### src/common/spiep_params.svh
// spiep_params.svh: constants of the serial eeprom command front end
// assumes: included by bare name from rtl and bench files
`ifndef SPIEP_PARAMS_SVH
`define SPIEP_PARAMS_SVH
`define SPIEP_OP_SET_LATCH 8'h06
`define SPIEP_OP_CLR_LATCH 8'h04
`define SPIEP_OP_STAT_RD 8'h05
`define SPIEP_OP_STAT_WR 8'h01
`define SPIEP_OP_ARR_RD 8'h03
`define SPIEP_OP_ARR_WR 8'h02
`define SPIEP_OP_MASK 8'hf7
`define SPIEP_OP_ADDR_BIT 3
`define SPIEP_ST_BUSY 0
`define SPIEP_ST_LATCH 1
`define SPIEP_ST_PLO 2
`define SPIEP_ST_PHI 3
`define SPIEP_ST_ONES 4'hf
`define SPIEP_PROT_RESET 2'h0
`define SPIEP_PROT_QUART 9'h0c0
`define SPIEP_PROT_HALF 9'h080
`define SPIEP_PAGE_BYTES 16
`define SPIEP_WRITE_TIME_NS 10000000
`define SPIEP_CLK_NS 4
`define SPIEP_WRITE_CYCLES (`SPIEP_WRITE_TIME_NS / `SPIEP_CLK_NS)
`define SPIEP_FIFO_DEPTH 8
`endif

### src/common/spiep_pkg.sv
// spiep_pkg: types of the serial eeprom command front end
// assumes: constants come from spiep_params.svh
package spiep_pkg;
  typedef enum logic [2:0] {
    SPIEP_IDLE = 3'h0,
    SPIEP_OPCODE = 3'h1,
    SPIEP_ADDR = 3'h3,
    SPIEP_DATA = 3'h2,
    SPIEP_STATUS = 3'h6,
    SPIEP_WAIT = 3'h7
  } spiep_state_type;
  typedef struct packed {
    logic [8:0] addr;
    logic [7:0] data;
  } spiep_word_type;
endpackage : spiep_pkg

### src/rtl/spiep_core.sv
// spiep_core: serial slave front end of a 512 byte eeprom
// assumes: pins are asynchronous to sys_clk and sampled twice; array on ports
`timescale 1ns/1ps
`include "spiep_params.svh"
module spiep_core #(
  parameter int WRITE_CYCLES = `SPIEP_WRITE_CYCLES,
  parameter int FIFO_DEPTH = `SPIEP_FIFO_DEPTH
) (
  // clock and reset
  input wire logic sys_clk,
  input wire logic sys_rst,
  // serial pins
  input wire logic serial_clk,
  input wire logic select_n,
  input wire logic serial_in,
  input wire logic hold_n,
  input wire logic write_protect_n,
  output logic serial_out,
  output logic serial_out_oe,
  // array port
  output logic [8:0] mem_rd_addr,
  input wire logic [7:0] mem_rd_data,
  output logic mem_wr_en,
  output logic [8:0] mem_wr_addr,
  output logic [7:0] mem_wr_data,
  // state
  output logic standby,
  output logic [7:0] protect_status
);
  // ==========================================
  // pin synchronisers
  logic [4:0] pin_s1;
  logic [4:0] pin_s2;
  logic [4:0] pin_d;
  always_ff @(posedge sys_clk) begin
    if (sys_rst) begin
      pin_s1 <= 5'h1e;
      pin_s2 <= 5'h1e;
      pin_d <= 5'h1e;
    end else begin
      pin_s1 <= {write_protect_n, hold_n, select_n, serial_in, serial_clk} ^ 5'h00;
      pin_s2 <= pin_s1;
      pin_d <= pin_s2;
    end
  end
  logic sclk;
  logic sel_n;
  logic sdi;
  logic hold_i;
  logic wp_n;
  assign {wp_n, hold_i, sel_n, sdi, sclk} = pin_s2;
  logic sclk_fall;
  logic sclk_rise;
  logic sel_fall;
  logic sel_rise;
  logic hold_fall;
  logic hold_rise;
  assign sclk_fall = pin_d[0] && !sclk;
  assign sclk_rise = !pin_d[0] && sclk;
  assign sel_fall = pin_d[2] && !sel_n;
  assign sel_rise = !pin_d[2] && sel_n;
  assign hold_fall = pin_d[3] && !hold_i;
  assign hold_rise = !pin_d[3] && hold_i;
  // ==========================================
  // pause and framing
  logic armed;
  logic paused;
  logic active;
  always_ff @(posedge sys_clk) begin
    if (sys_rst) begin
      armed <= 1'b0;
    end else if (sel_fall) begin
      armed <= 1'b1;
    end
  end
  always_ff @(posedge sys_clk) begin
    if (sys_rst) begin
      paused <= 1'b0;
    end else if (!sel_n && !sclk && hold_fall) begin
      paused <= 1'b1;
    end else if (!sel_n && !sclk && hold_rise) begin
      paused <= 1'b0;
    end
  end
  assign active = armed && !sel_n && !paused;
  // ==========================================
  // shifting and decode
  spiep_pkg::spiep_state_type state;
  logic [2:0] bit_cnt;
  logic [7:0] shift_in;
  logic [7:0] opcode;
  logic [8:0] addr;
  logic [7:0] shift_out;
  logic [7:0] status_new;
  logic byte_done;
  logic wr_latch;
  logic busy;
  logic busy_status;
  logic [1:0] prot;
  logic [7:0] rx_byte;
  logic [7:0] op_masked;
  logic last_bit;
  logic wr_ok_boundary;
  assign rx_byte = {shift_in[6:0], sdi};
  assign last_bit = (bit_cnt == 3'h7);
  assign op_masked = rx_byte & `SPIEP_OP_MASK;
  assign protect_status = {`SPIEP_ST_ONES, prot, wr_latch, busy};
  always_ff @(posedge sys_clk) begin
    if (sys_rst || sel_n || paused && !sel_n && sel_fall) begin
      state <= spiep_pkg::SPIEP_OPCODE;
      bit_cnt <= 3'h0;
      byte_done <= 1'b0;
      wr_ok_boundary <= 1'b0;
    end else if (active && sclk_fall) begin
      shift_in <= rx_byte;
      bit_cnt <= bit_cnt + 3'h1;
      wr_ok_boundary <= 1'b0;
      if (last_bit) begin
        case (state)
          spiep_pkg::SPIEP_OPCODE: begin
            opcode <= rx_byte;
            addr[8] <= rx_byte[`SPIEP_OP_ADDR_BIT];
            if (op_masked == `SPIEP_OP_STAT_RD) begin
              state <= spiep_pkg::SPIEP_STATUS;
            end else if (op_masked == `SPIEP_OP_STAT_WR) begin
              state <= spiep_pkg::SPIEP_DATA;
            end else if (op_masked == `SPIEP_OP_ARR_RD && !busy
                || op_masked == `SPIEP_OP_ARR_WR && !busy) begin
              state <= spiep_pkg::SPIEP_ADDR;
            end else begin
              state <= spiep_pkg::SPIEP_WAIT;
            end
          end
          spiep_pkg::SPIEP_ADDR: begin
            addr[7:0] <= rx_byte;
            state <= spiep_pkg::SPIEP_DATA;
          end
          spiep_pkg::SPIEP_DATA: begin
            if ((opcode & `SPIEP_OP_MASK) == `SPIEP_OP_STAT_WR) begin
              status_new <= rx_byte;
              wr_ok_boundary <= !byte_done;
              byte_done <= 1'b1;
            end else if ((opcode & `SPIEP_OP_MASK) == `SPIEP_OP_ARR_WR) begin
              addr[3:0] <= addr[3:0] + 4'h1;
              wr_ok_boundary <= 1'b1;
            end else begin
              addr <= addr + 9'h001;
            end
          end
          spiep_pkg::SPIEP_STATUS: begin
            state <= spiep_pkg::SPIEP_WAIT;
          end
          default: begin
            state <= spiep_pkg::SPIEP_WAIT;
          end
        endcase
      end
    end
  end
  always_ff @(posedge sys_clk) begin
    if (sys_rst) begin
      shift_out <= 8'hff;
    end else if (active && sclk_rise) begin
      if (bit_cnt == 3'h0 && state == spiep_pkg::SPIEP_STATUS) begin
        shift_out <= protect_status;
      end else if (bit_cnt == 3'h0 && state == spiep_pkg::SPIEP_DATA
          && (opcode & `SPIEP_OP_MASK) == `SPIEP_OP_ARR_RD) begin
        shift_out <= mem_rd_data;
      end else begin
        shift_out <= {shift_out[6:0], 1'b1};
      end
    end
  end
  assign mem_rd_addr = addr;
  assign serial_out = shift_out[7];
  always_ff @(posedge sys_clk) begin
    if (sys_rst || !active || state == spiep_pkg::SPIEP_WAIT) begin
      serial_out_oe <= 1'b0;
    end else if (sclk_rise) begin
      serial_out_oe <= state == spiep_pkg::SPIEP_STATUS
        || state == spiep_pkg::SPIEP_DATA && (opcode & `SPIEP_OP_MASK) == `SPIEP_OP_ARR_RD;
    end
  end
  // ==========================================
  // page buffer
  spiep_pkg::spiep_word_type fifo_in;
  spiep_pkg::spiep_word_type fifo_out;
  logic fifo_push;
  logic fifo_in_ready;
  logic fifo_valid;
  logic fifo_pop;
  logic prog_go;
  logic fifo_flush;
  assign fifo_in.addr = addr;
  assign fifo_in.data = rx_byte;
  // page bytes collected, backpressure drops overflow
  assign fifo_push = active && sclk_fall && last_bit && state == spiep_pkg::SPIEP_DATA
    && (opcode & `SPIEP_OP_MASK) == `SPIEP_OP_ARR_WR;
  assign fifo_pop = prog_go && busy && !busy_status;
  assign fifo_flush = sel_fall && !busy;
  spiep_fifo #(.WIDTH(17), .DEPTH(FIFO_DEPTH)) u_fifo (
    .sys_clk(sys_clk),
    .sys_rst(sys_rst),
    .flush(fifo_flush),
    .in_valid(fifo_push),
    .in_ready(fifo_in_ready),
    .in_data(fifo_in),
    .out_valid(fifo_valid),
    .out_ready(fifo_pop),
    .out_data(fifo_out)
  );
  assign mem_wr_en = fifo_pop && fifo_valid;
  assign mem_wr_addr = fifo_out.addr;
  assign mem_wr_data = fifo_out.data;
  // ==========================================
  // protection and programming trigger
  logic blocked;
  logic start_arr;
  logic start_stat;
  logic [31:0] wr_timer;
  // protected range, same map in both halves
  always_comb begin
    case (prot)
      2'h0: blocked = 1'b0;
      2'h1: blocked = {1'b0, addr[7:0]} >= `SPIEP_PROT_QUART;
      2'h2: blocked = {1'b0, addr[7:0]} >= `SPIEP_PROT_HALF;
      default: blocked = 1'b1;
    endcase
  end
  assign start_arr = sel_rise && wr_ok_boundary && bit_cnt == 3'h0 && wr_latch && wp_n
    && !blocked && (opcode & `SPIEP_OP_MASK) == `SPIEP_OP_ARR_WR && !busy && !paused;
  assign start_stat = sel_rise && wr_ok_boundary && bit_cnt == 3'h0 && wr_latch && wp_n
    && (opcode & `SPIEP_OP_MASK) == `SPIEP_OP_STAT_WR && !busy && !paused;
  always_ff @(posedge sys_clk) begin
    if (sys_rst) begin
      busy <= 1'b0;
      busy_status <= 1'b0;
      prog_go <= 1'b0;
      wr_timer <= '0;
    end else if (start_arr || start_stat) begin
      busy <= 1'b1;
      busy_status <= start_stat;
      prog_go <= start_arr;
      wr_timer <= 32'(WRITE_CYCLES);
    end else if (busy) begin
      wr_timer <= wr_timer - 32'h1;
      if (wr_timer == 32'h1) begin
        busy <= 1'b0;
        busy_status <= 1'b0;
        prog_go <= 1'b0;
      end
    end
  end
  // protect bits change at end of status cycle
  always_ff @(posedge sys_clk) begin
    if (sys_rst) begin
      prot <= `SPIEP_PROT_RESET;
    end else if (busy_status && wr_timer == 32'h1) begin
      prot <= status_new[`SPIEP_ST_PHI:`SPIEP_ST_PLO];
    end
  end
  always_ff @(posedge sys_clk) begin
    if (sys_rst || !wp_n) begin
      wr_latch <= 1'b0;
    end else if (start_arr || start_stat) begin
      wr_latch <= 1'b0;
    end else if (active && sclk_fall && last_bit && state == spiep_pkg::SPIEP_OPCODE) begin
      if (op_masked == `SPIEP_OP_SET_LATCH) begin
        wr_latch <= 1'b1;
      end else if (op_masked == `SPIEP_OP_CLR_LATCH) begin
        wr_latch <= 1'b0;
      end
    end
  end
  assign standby = sel_n && !busy;
  // ==========================================
  // checks
  property p_oe_off_deselect;
    @(posedge sys_clk) disable iff (sys_rst)
    sel_n |=> !serial_out_oe;
  endproperty
  a_oe_off_deselect: assert property (p_oe_off_deselect) else $error("output driven deselected");
  property p_wp_clears;
    @(posedge sys_clk) disable iff (sys_rst)
    !wp_n |=> !wr_latch;
  endproperty
  a_wp_clears: assert property (p_wp_clears) else $error("latch kept under protect");
  property p_busy_holds;
    @(posedge sys_clk) disable iff (sys_rst)
    $rose(busy) |-> busy[*8];
  endproperty
  a_busy_holds: assert property (p_busy_holds) else $error("cycle aborted");
  property p_no_start_wp;
    @(posedge sys_clk) disable iff (sys_rst)
    !wp_n |=> !$rose(busy);
  endproperty
  a_no_start_wp: assert property (p_no_start_wp) else $error("programming under protect");
  property p_status_layout;
    @(posedge sys_clk) disable iff (sys_rst)
    protect_status[7:4] == 4'hf && protect_status[0] == busy;
  endproperty
  a_status_layout: assert property (p_status_layout) else $error("bad status layout");
  property p_latch_consumed;
    @(posedge sys_clk) disable iff (sys_rst)
    $rose(busy) |-> !wr_latch;
  endproperty
  a_latch_consumed: assert property (p_latch_consumed) else $error("latch not cleared");
  property p_old_prot;
    @(posedge sys_clk) disable iff (sys_rst)
    busy_status && wr_timer > 32'h1 |=> $stable(prot);
  endproperty
  a_old_prot: assert property (p_old_prot) else $error("protect changed early");
  property p_wait_quiet;
    @(posedge sys_clk) disable iff (sys_rst)
    state == spiep_pkg::SPIEP_WAIT && !sel_n |=> !serial_out_oe;
  endproperty
  a_wait_quiet: assert property (p_wait_quiet) else $error("output in wait");
endmodule : spiep_core

### src/rtl/spiep_fifo.sv
// spiep_fifo: small valid/ready fifo for page data words
// assumes: one clock, synchronous active-high reset
`timescale 1ns/1ps
module spiep_fifo #(
  parameter int WIDTH = 17,
  parameter int DEPTH = 8
) (
  // clock and reset
  input wire logic sys_clk,
  input wire logic sys_rst,
  input wire logic flush,
  // fill side
  input wire logic in_valid,
  output logic in_ready,
  input wire logic [WIDTH-1:0] in_data,
  // drain side
  output logic out_valid,
  input wire logic out_ready,
  output logic [WIDTH-1:0] out_data
);
  localparam int AW = $clog2(DEPTH);
  logic [WIDTH-1:0] mem [DEPTH];
  logic [AW:0] wr_ptr;
  logic [AW:0] rd_ptr;
  logic [AW:0] count;
  logic push;
  logic pop;
  // honest full and empty flags
  assign count = wr_ptr - rd_ptr;
  assign in_ready = (count != DEPTH[AW:0]);
  assign out_valid = (count != '0);
  assign push = in_valid && in_ready;
  assign pop = out_valid && out_ready;
  assign out_data = mem[rd_ptr[AW-1:0]];
  // storage write
  always_ff @(posedge sys_clk) begin
    if (push) begin
      mem[wr_ptr[AW-1:0]] <= in_data;
    end
  end
  // pointer update
  always_ff @(posedge sys_clk) begin
    if (sys_rst || flush) begin
      wr_ptr <= '0;
      rd_ptr <= '0;
    end else begin
      if (push) begin
        wr_ptr <= wr_ptr + 1'b1;
      end
      if (pop) begin
        rd_ptr <= rd_ptr + 1'b1;
      end
    end
  end
endmodule : spiep_fifo

### config.mk
export PLATFORM = sky130hd
export DESIGN_NAME = spiep_core
export DESIGN_NICKNAME = d
export VERILOG_FILES = /design/src/common/spiep_pkg.sv /design/src/rtl/spiep_core.sv /design/src/rtl/spiep_fifo.sv
export VERILOG_INCLUDE_DIRS = /design/src /design/src/common
export SDC_FILE = /design/constraint.sdc
export NUM_CORES = 1
export LEC_CHECK = 0
export ABC_CLOCK_PERIOD_IN_PS = 4400
export BUFFER_PORTS_ARGS = -buffer_cell sky130_fd_sc_hd__buf_2
export CAP_MARGIN = 10
export CORE_MARGIN = 4
export CORE_UTILIZATION = 55
export DETAILED_ROUTE_END_ITERATION = 6
export PLACE_DENSITY_LB_ADDON = 0.3
export SLEW_MARGIN = 20
export SYNTH_ARGS = -nofsm -noshare
export SYNTH_HDL_FRONTEND = slang
export SYNTH_SLANG_ARGS = --single-unit
### constraint.sdc
create_clock -name sys_clk -period 4.4 [get_ports sys_clk]
set_input_delay 0.88 -clock sys_clk [delete_from_list [all_inputs] [get_ports sys_clk]]
set_output_delay 0.88 -clock sys_clk [all_outputs]
set_load 0.005 [all_outputs]
==> flow_summary.toml, run 1 <==
[floorplan]
std_cell_rows = 48
die_w_um = 143
dieArea_um2 = 20300
die_height_um = 143
io_pins = 53
start_util = 0.568
core_region_area_um2 = 17500

[power]
p_comb_frac = 0.007
max-vdd-ir-drop_v = 0.000403
power.density_nw_per_um2 = 396
power.share.clock = 0.454
p_sw_uw = 830
sw_frac_of_total = 0.186
seq_power_share = 0.539
leakagePower_nw = 3.77
p_int_mw = 3.63

[layout]
mostFrequentLayoutCell = "edfxtp_1"
antenna_cells = 0
fillers = 1262
fin_util = 0.642
nets = 787
drive_gt1_frac = 0.233
area_growth_pct = 13.1
multi_input_area_um2 = 3320
final_cell_area_um2 = 11300
final_cell_mix = "edfxtp_1 (161), dfxtp_1 (80), nor2_1 (62)"
seqCellArea_um2 = 6460

[critical_path]
arrival_ns = 2.67
critPathRequiredTime_ns = 3.52
regToRegStartpoint = "opcode[2]"
worst_setup_path_end_kind = "output port"
crit_slowest_cell = "dfxtp_2"
crit_chain = "buf_4 -> mux4_2 -> mux2_2 -> buf_2"
worst-setup-path-type = "reg -> out"
slowest_delay_ns = 0.64
setup.worst_path.start_class = "flop"
crit_fanout = 21

[logic_synthesis]
synthCells = 709
synth_enable_flop_cells = 161
ys.flop_type = "edfxtp_1"
synth_area_leaders = "edfxtp_1 (49%), dfxtp_1 (16%), mux4_2 (7.7%)"
yosysTopAreaCellShare = 0.485
synth_seq_cells = 242
synthArstFlopShare = 0
yosysSeqAreaShare = 0.648
synthesis.area_um2 = 9960
syn_area_per_cell_um2 = 14.0
synth_largest_area_cell = "edfxtp_1"
yosysUniqueCellTypes = 56
yosys_warnings = 0

[clock_network]
cts_resized = 0
post_cts_buffers = 0
cts_made_buffers = 24
cts_buffer_depth = 3
clock_sinks = 242
cts_tree = "done"
clock_tree.root_cell = "clkbuf_16"
htreeDepth = 1
hold_buffers = 0
clk_pin_slew_worst_paths_ns = 0.06
clock_latency_ns = 0.51

[route]
viasPerCell = 5.89
ant_nets = 0
route.detailed.drc = 0
routed_wl_um = 19300
drt_first_pass_iters = 5
vias = 5881
drtIter0Drc = 418
wl_per_cell_um = 19.4

[grt]
grt_pass1_vias = 6030
gr-total-overflow = 0
grt_pass1_wl_um = 31500
grt.total_usage = 0.194
grt_max_degree = 37
antenna_found_initial = 0

[timing]
worst_slew_pin_slew_ns = 0.973
relSlewSlack = 0.350
rsz0062_at_grt = "false"
fin_tns_setup_ns = 0
maxSlewViolCount = 0
setup_viol = 0
holdWs_ns = 0.412
clock_skew_ns = 0.0214
timing.final.hold_violations = 0
min_period_ns = 3.55
timing.fmax_mhz = 281
fin_crit_sh = 0.808

[place]
place.gp.congestion = 0.800
post_dp_cell_area_um2 = 10500
hpwl_um = 12700
portBuffers = 48

[outcome]
status = "finished, final reports clean"

[run]
cap_violations = 0

[worst_hold_path]
holdCritPathClass = "reg -> reg"
hp-start = "pin_s1[4]"
==> cells in the mapped netlist (2+ instances only) <==
cell,instances
nor3b_1,5
buf_2,5
o31ai_1,3
or4_4,2
buf_4,6
edfxtp_1,161
and3_1,9
xnor2_1,31
a21oi_1,45
a31oi_1,2
nor4b_1,2
dfxtp_1,81
or4_1,5
nand2_1,17
nand3b_1,4
xor2_1,8
or3_1,12
or2_2,11
nor3b_4,2
nor4_1,25
nand3_1,13
buf_1,6
ha_1,12
nor3_1,14
nand4_1,3
o21ai_0,12
nor2_1,62
inv_1,17
nand2b_1,12
mux4_2,34
a211o_1,4
clkbuf_1,23
nor2b_1,9
mux2i_1,10
mux2_2,19
a32o_1,3
==> routing by layer <==
layer | vias up | track usage | share of wire
li1 | 2764 | - | -
met1 | 2907 | 0.266 | 0.43
met2 | 176 | 0.326 | 0.50
met3 | 34 | 0.0296 | 0.051
met4 | 0 | 0.0520 | 0.019
met5 | - | 0 | 0
==> cell type report <==
type | count | share of cell area
flip-flops and latches | 242 | 0.573
multi-input cells | 413 | 0.295
clock buffers | 28 | 0.0574
repair buffers | 62 | 0.0307
well taps | 225 | 0.0250
clock inverters | 12 | 0.0129
inverters | 17 | 0.00567
==> stage by stage <==
stage | setup slack (ns) | total power [mW] | cells
global route | 0.634 | 4.63 | 999
floorplan | 0.306 | 2.48 | 712
detailed placement | 1.28 | 2.48 | 959
finish | 0.845 | 4.46 | 999
global placement | 1.36 | 2.48 | 959
CTS | 0.771 | 4.51 | 999
==> critical path, delay by kind of cell (launching register included) <==
kind                   cells  cell delay [ns]
buffers and inverters      2             0.61
muxes                      2             0.89
DFF                        1             0.64
==> power groups by stage <==
stage               logic (mW)  clock network [mW]  registers (mW)
finish                  0.0308                2.03            2.41
CTS                     0.0308                2.07            2.41
detailed placement      0.0306                   0            2.45
global route            0.0351                2.19            2.40
floorplan               0.0233                   0            2.45
global placement        0.0293                   0            2.45
==> flip-flops by register name, summed over array words and instances (netlist names), 4 cells and up, named ones only <==
register / flops
mem_rd_addr: 9
opcode: 7
pin_s1: 5
pin_s2: 5
shift_in: 7
shift_out: 8
u_fifo.mem: 136
u_fifo.rd_ptr: 4
u_fifo.wr_ptr: 4
wr_timer: 32
==> path summary, 6_finish.rpt <==
kind,slack (ns),cells past startpoint,endpoint
worst min register to register,0.41,1,pin_s2[4]
worst max register to register,1.32,6,u_fifo.mem[4][6]
worst min-delay path,0.41,1,pin_s2[4]
worst max-delay path,0.85,4,mem_wr_addr[1]
==> logic make-up after synthesis <==
family                     share of synthesized area
adders and majority gates                     0.0151
and+or+nand+nor                                0.123
muxes                                          0.108
buffers and inverters                         0.0244
DFF                                            0.648
other                                       0.000377
AOI/OAI and AO/OA                             0.0465
xor gates and xnor gates                      0.0343
No activity file was read; power rests on OpenSTA's default activity.
==> run 2, diff against run 1 <==
--- a/config.mk
+++ b/config.mk
@@ -6,7 +6,7 @@
 export SDC_FILE = /design/constraint.sdc
 export NUM_CORES = 1
 export LEC_CHECK = 0
-export ABC_CLOCK_PERIOD_IN_PS = 4400
+export ABC_CLOCK_PERIOD_IN_PS = 3080
 export BUFFER_PORTS_ARGS = -buffer_cell sky130_fd_sc_hd__buf_2
 export CAP_MARGIN = 10
 export CORE_MARGIN = 4
==> constraint.sdc (replaced) <==
create_clock -name sys_clk -period 3.08 [get_ports sys_clk]
set_input_delay 0.616 -clock sys_clk [delete_from_list [all_inputs] [get_ports sys_clk]]
set_output_delay 0.616 -clock sys_clk [all_outputs]
set_load 0.005 [all_outputs]
==> run 2 against run 1 <==
Compared with the run above: first-iteration DRC count rose by 5.7%; hold slack got worse by 0.12 ns; final area is 2.2% higher; utilization grew 1.4 points.
==> flow_summary.toml, run 2 (synthesis results as in run 1) <==
[timing]
timing.final.hold_violations = 0
holdWs_ns = 0.296
min_period_ns = 2.92
rsz0062_at_grt = "false"
fin_crit_sh = 0.948
relSlewSlack = 0.415
timing.fmax_mhz = 343
setup_viol = 0
worst_slew_pin_slew_ns = 0.875
maxSlewViolCount = 0
fin_tns_setup_ns = 0
clock_skew_ns = 0.0122

[clock_network]
post_cts_buffers = 0
clock_latency_ns = 0.51
clock_sinks = 242
clock_tree.root_cell = "clkbuf_16"
cts_resized = 1
htreeDepth = 1
cts_made_buffers = 25
cts_buffer_depth = 3
clk_pin_slew_worst_paths_ns = 0.06
hold_buffers = 0
cts_tree = "done"

[layout]
largest_reg_flops = 136
final_cell_mix = "edfxtp_1 (161), dfxtp_1 (80), nor2_1 (62)"
drive_gt1_frac = 0.247
mostFrequentLayoutCell = "edfxtp_1"
nets = 798
final_cell_area_um2 = 11500
antenna_cells = 0
area_growth_pct = 15.6

[grt]
grt-busiest-layer = "met2"
gr-total-overflow = 0
use_met2 = 0.335
grt_pass1_wl_um = 33000
antenna_found_initial = 0
grtUsageMet1 = 0.288
grt_pass1_vias = 6076
grt_max_degree = 36
grt.total_usage = 0.204
use_met3 = 0.0349

[power]
power.density_nw_per_um2 = 570
max-vdd-ir-drop_v = 0.000627
leakagePower_nw = 3.88

[route]
viasPerCell = 5.97
ant_nets = 0
route.detailed.drc = 0
wl_per_cell_um = 20.1
drt_first_pass_iters = 5
drtIter0Drc = 442
routed_wl_um = 20400
vias = 6057

[critical_path]
crit_slowest_cell = "or4_4"
rrSetupSlack_ns = 0.16
worst-setup-path-type = "reg -> reg"
crit_fanout = 17
critPathRequiredTime_ns = 3.27
setup.worst_path.start_class = "flop"
worst_setup_path_end_kind = "flop"
arrival_ns = 3.11
slowest_delay_ns = 0.59
crit_chain = "or4_4 -> nor3b_4 -> or3b_1 -> or2_4 -> nor4_4 -> buf_4"

[place]
post_dp_cell_area_um2 = 10700
portBuffers = 48
hpwl_um = 13400
place.gp.congestion = 0.832

[outcome]
status = "finished, final reports clean"

[floorplan]
die_height_um = 143
die_w_um = 143
dieArea_um2 = 20300
start_util = 0.568
core_region_area_um2 = 17500
io_pins = 53
std_cell_rows = 48

[worst_hold_path]
holdCritPathClass = "in -> reg"

[run]
cap_violations = 0
## run 2: cell count changes in the layout (fill, tap and decap cells not counted), sizes merged
| cell | delta |
|---|---|
| buf | +10 |
| clkbuf | +3 |
| clkinv | +3 |
| clkinvlp | -1 |
## run 2: metrics by stage
step,setup slack (ns),cells,util,power [mW]
2_1_floorplan,-0.319,712,-,3.54
3_3_place_gp,0.105,969,0.607,3.55
3_5_place_dp,0.0309,969,0.607,3.55
4_1_cts,0.0245,1014,0.656,6.60
5_1_grt,0.0571,1014,0.656,6.78
6_report,0.161,1014,0.656,6.56
## run 2: path summary, 6_finish.rpt
kind	startpoint	endpoint	cells past startpoint
hold reg to reg	pin_s1[4]	pin_s2[4]	1
setup / recovery	opcode[2]	u_fifo.mem[3][16]	6
hold / removal	hold_n	pin_s1[3]	2
setup reg to reg	opcode[2]	u_fifo.mem[3][16]	6
## run 2: critical path: cells and delay by family (launching register included)
| kind | cells | cell delay [ns] |
|---|---|---|
| simple gates | 5 | 1.89 |
| flops | 1 | 0.41 |
| buf+inv | 1 | 0.30 |
## run 2: report_power, final
group,internal [mW],switching [mW]
Combinational,0.0186,0.0271
Clock,1.87,1.21
Sequential,3.43,0.00655
## run 2: final cells by class
type	instances	area (um^2)
inverter	17	63.8
timing repair buffer	72	470
clock buffer	31	701
sequential	242	6460
clock inverter	14	158
tap	225	282
multi-input combinational	413	3380
fill	1231	6030
## run 2: metal layers
metal  vias up  part of all wire  wire length, um
met4         0             0.025              513
met3        33             0.062             1270
met5         -                 0                0
met2       200              0.49             9900
li1       2787                 -                -
met1      3037              0.43             8720
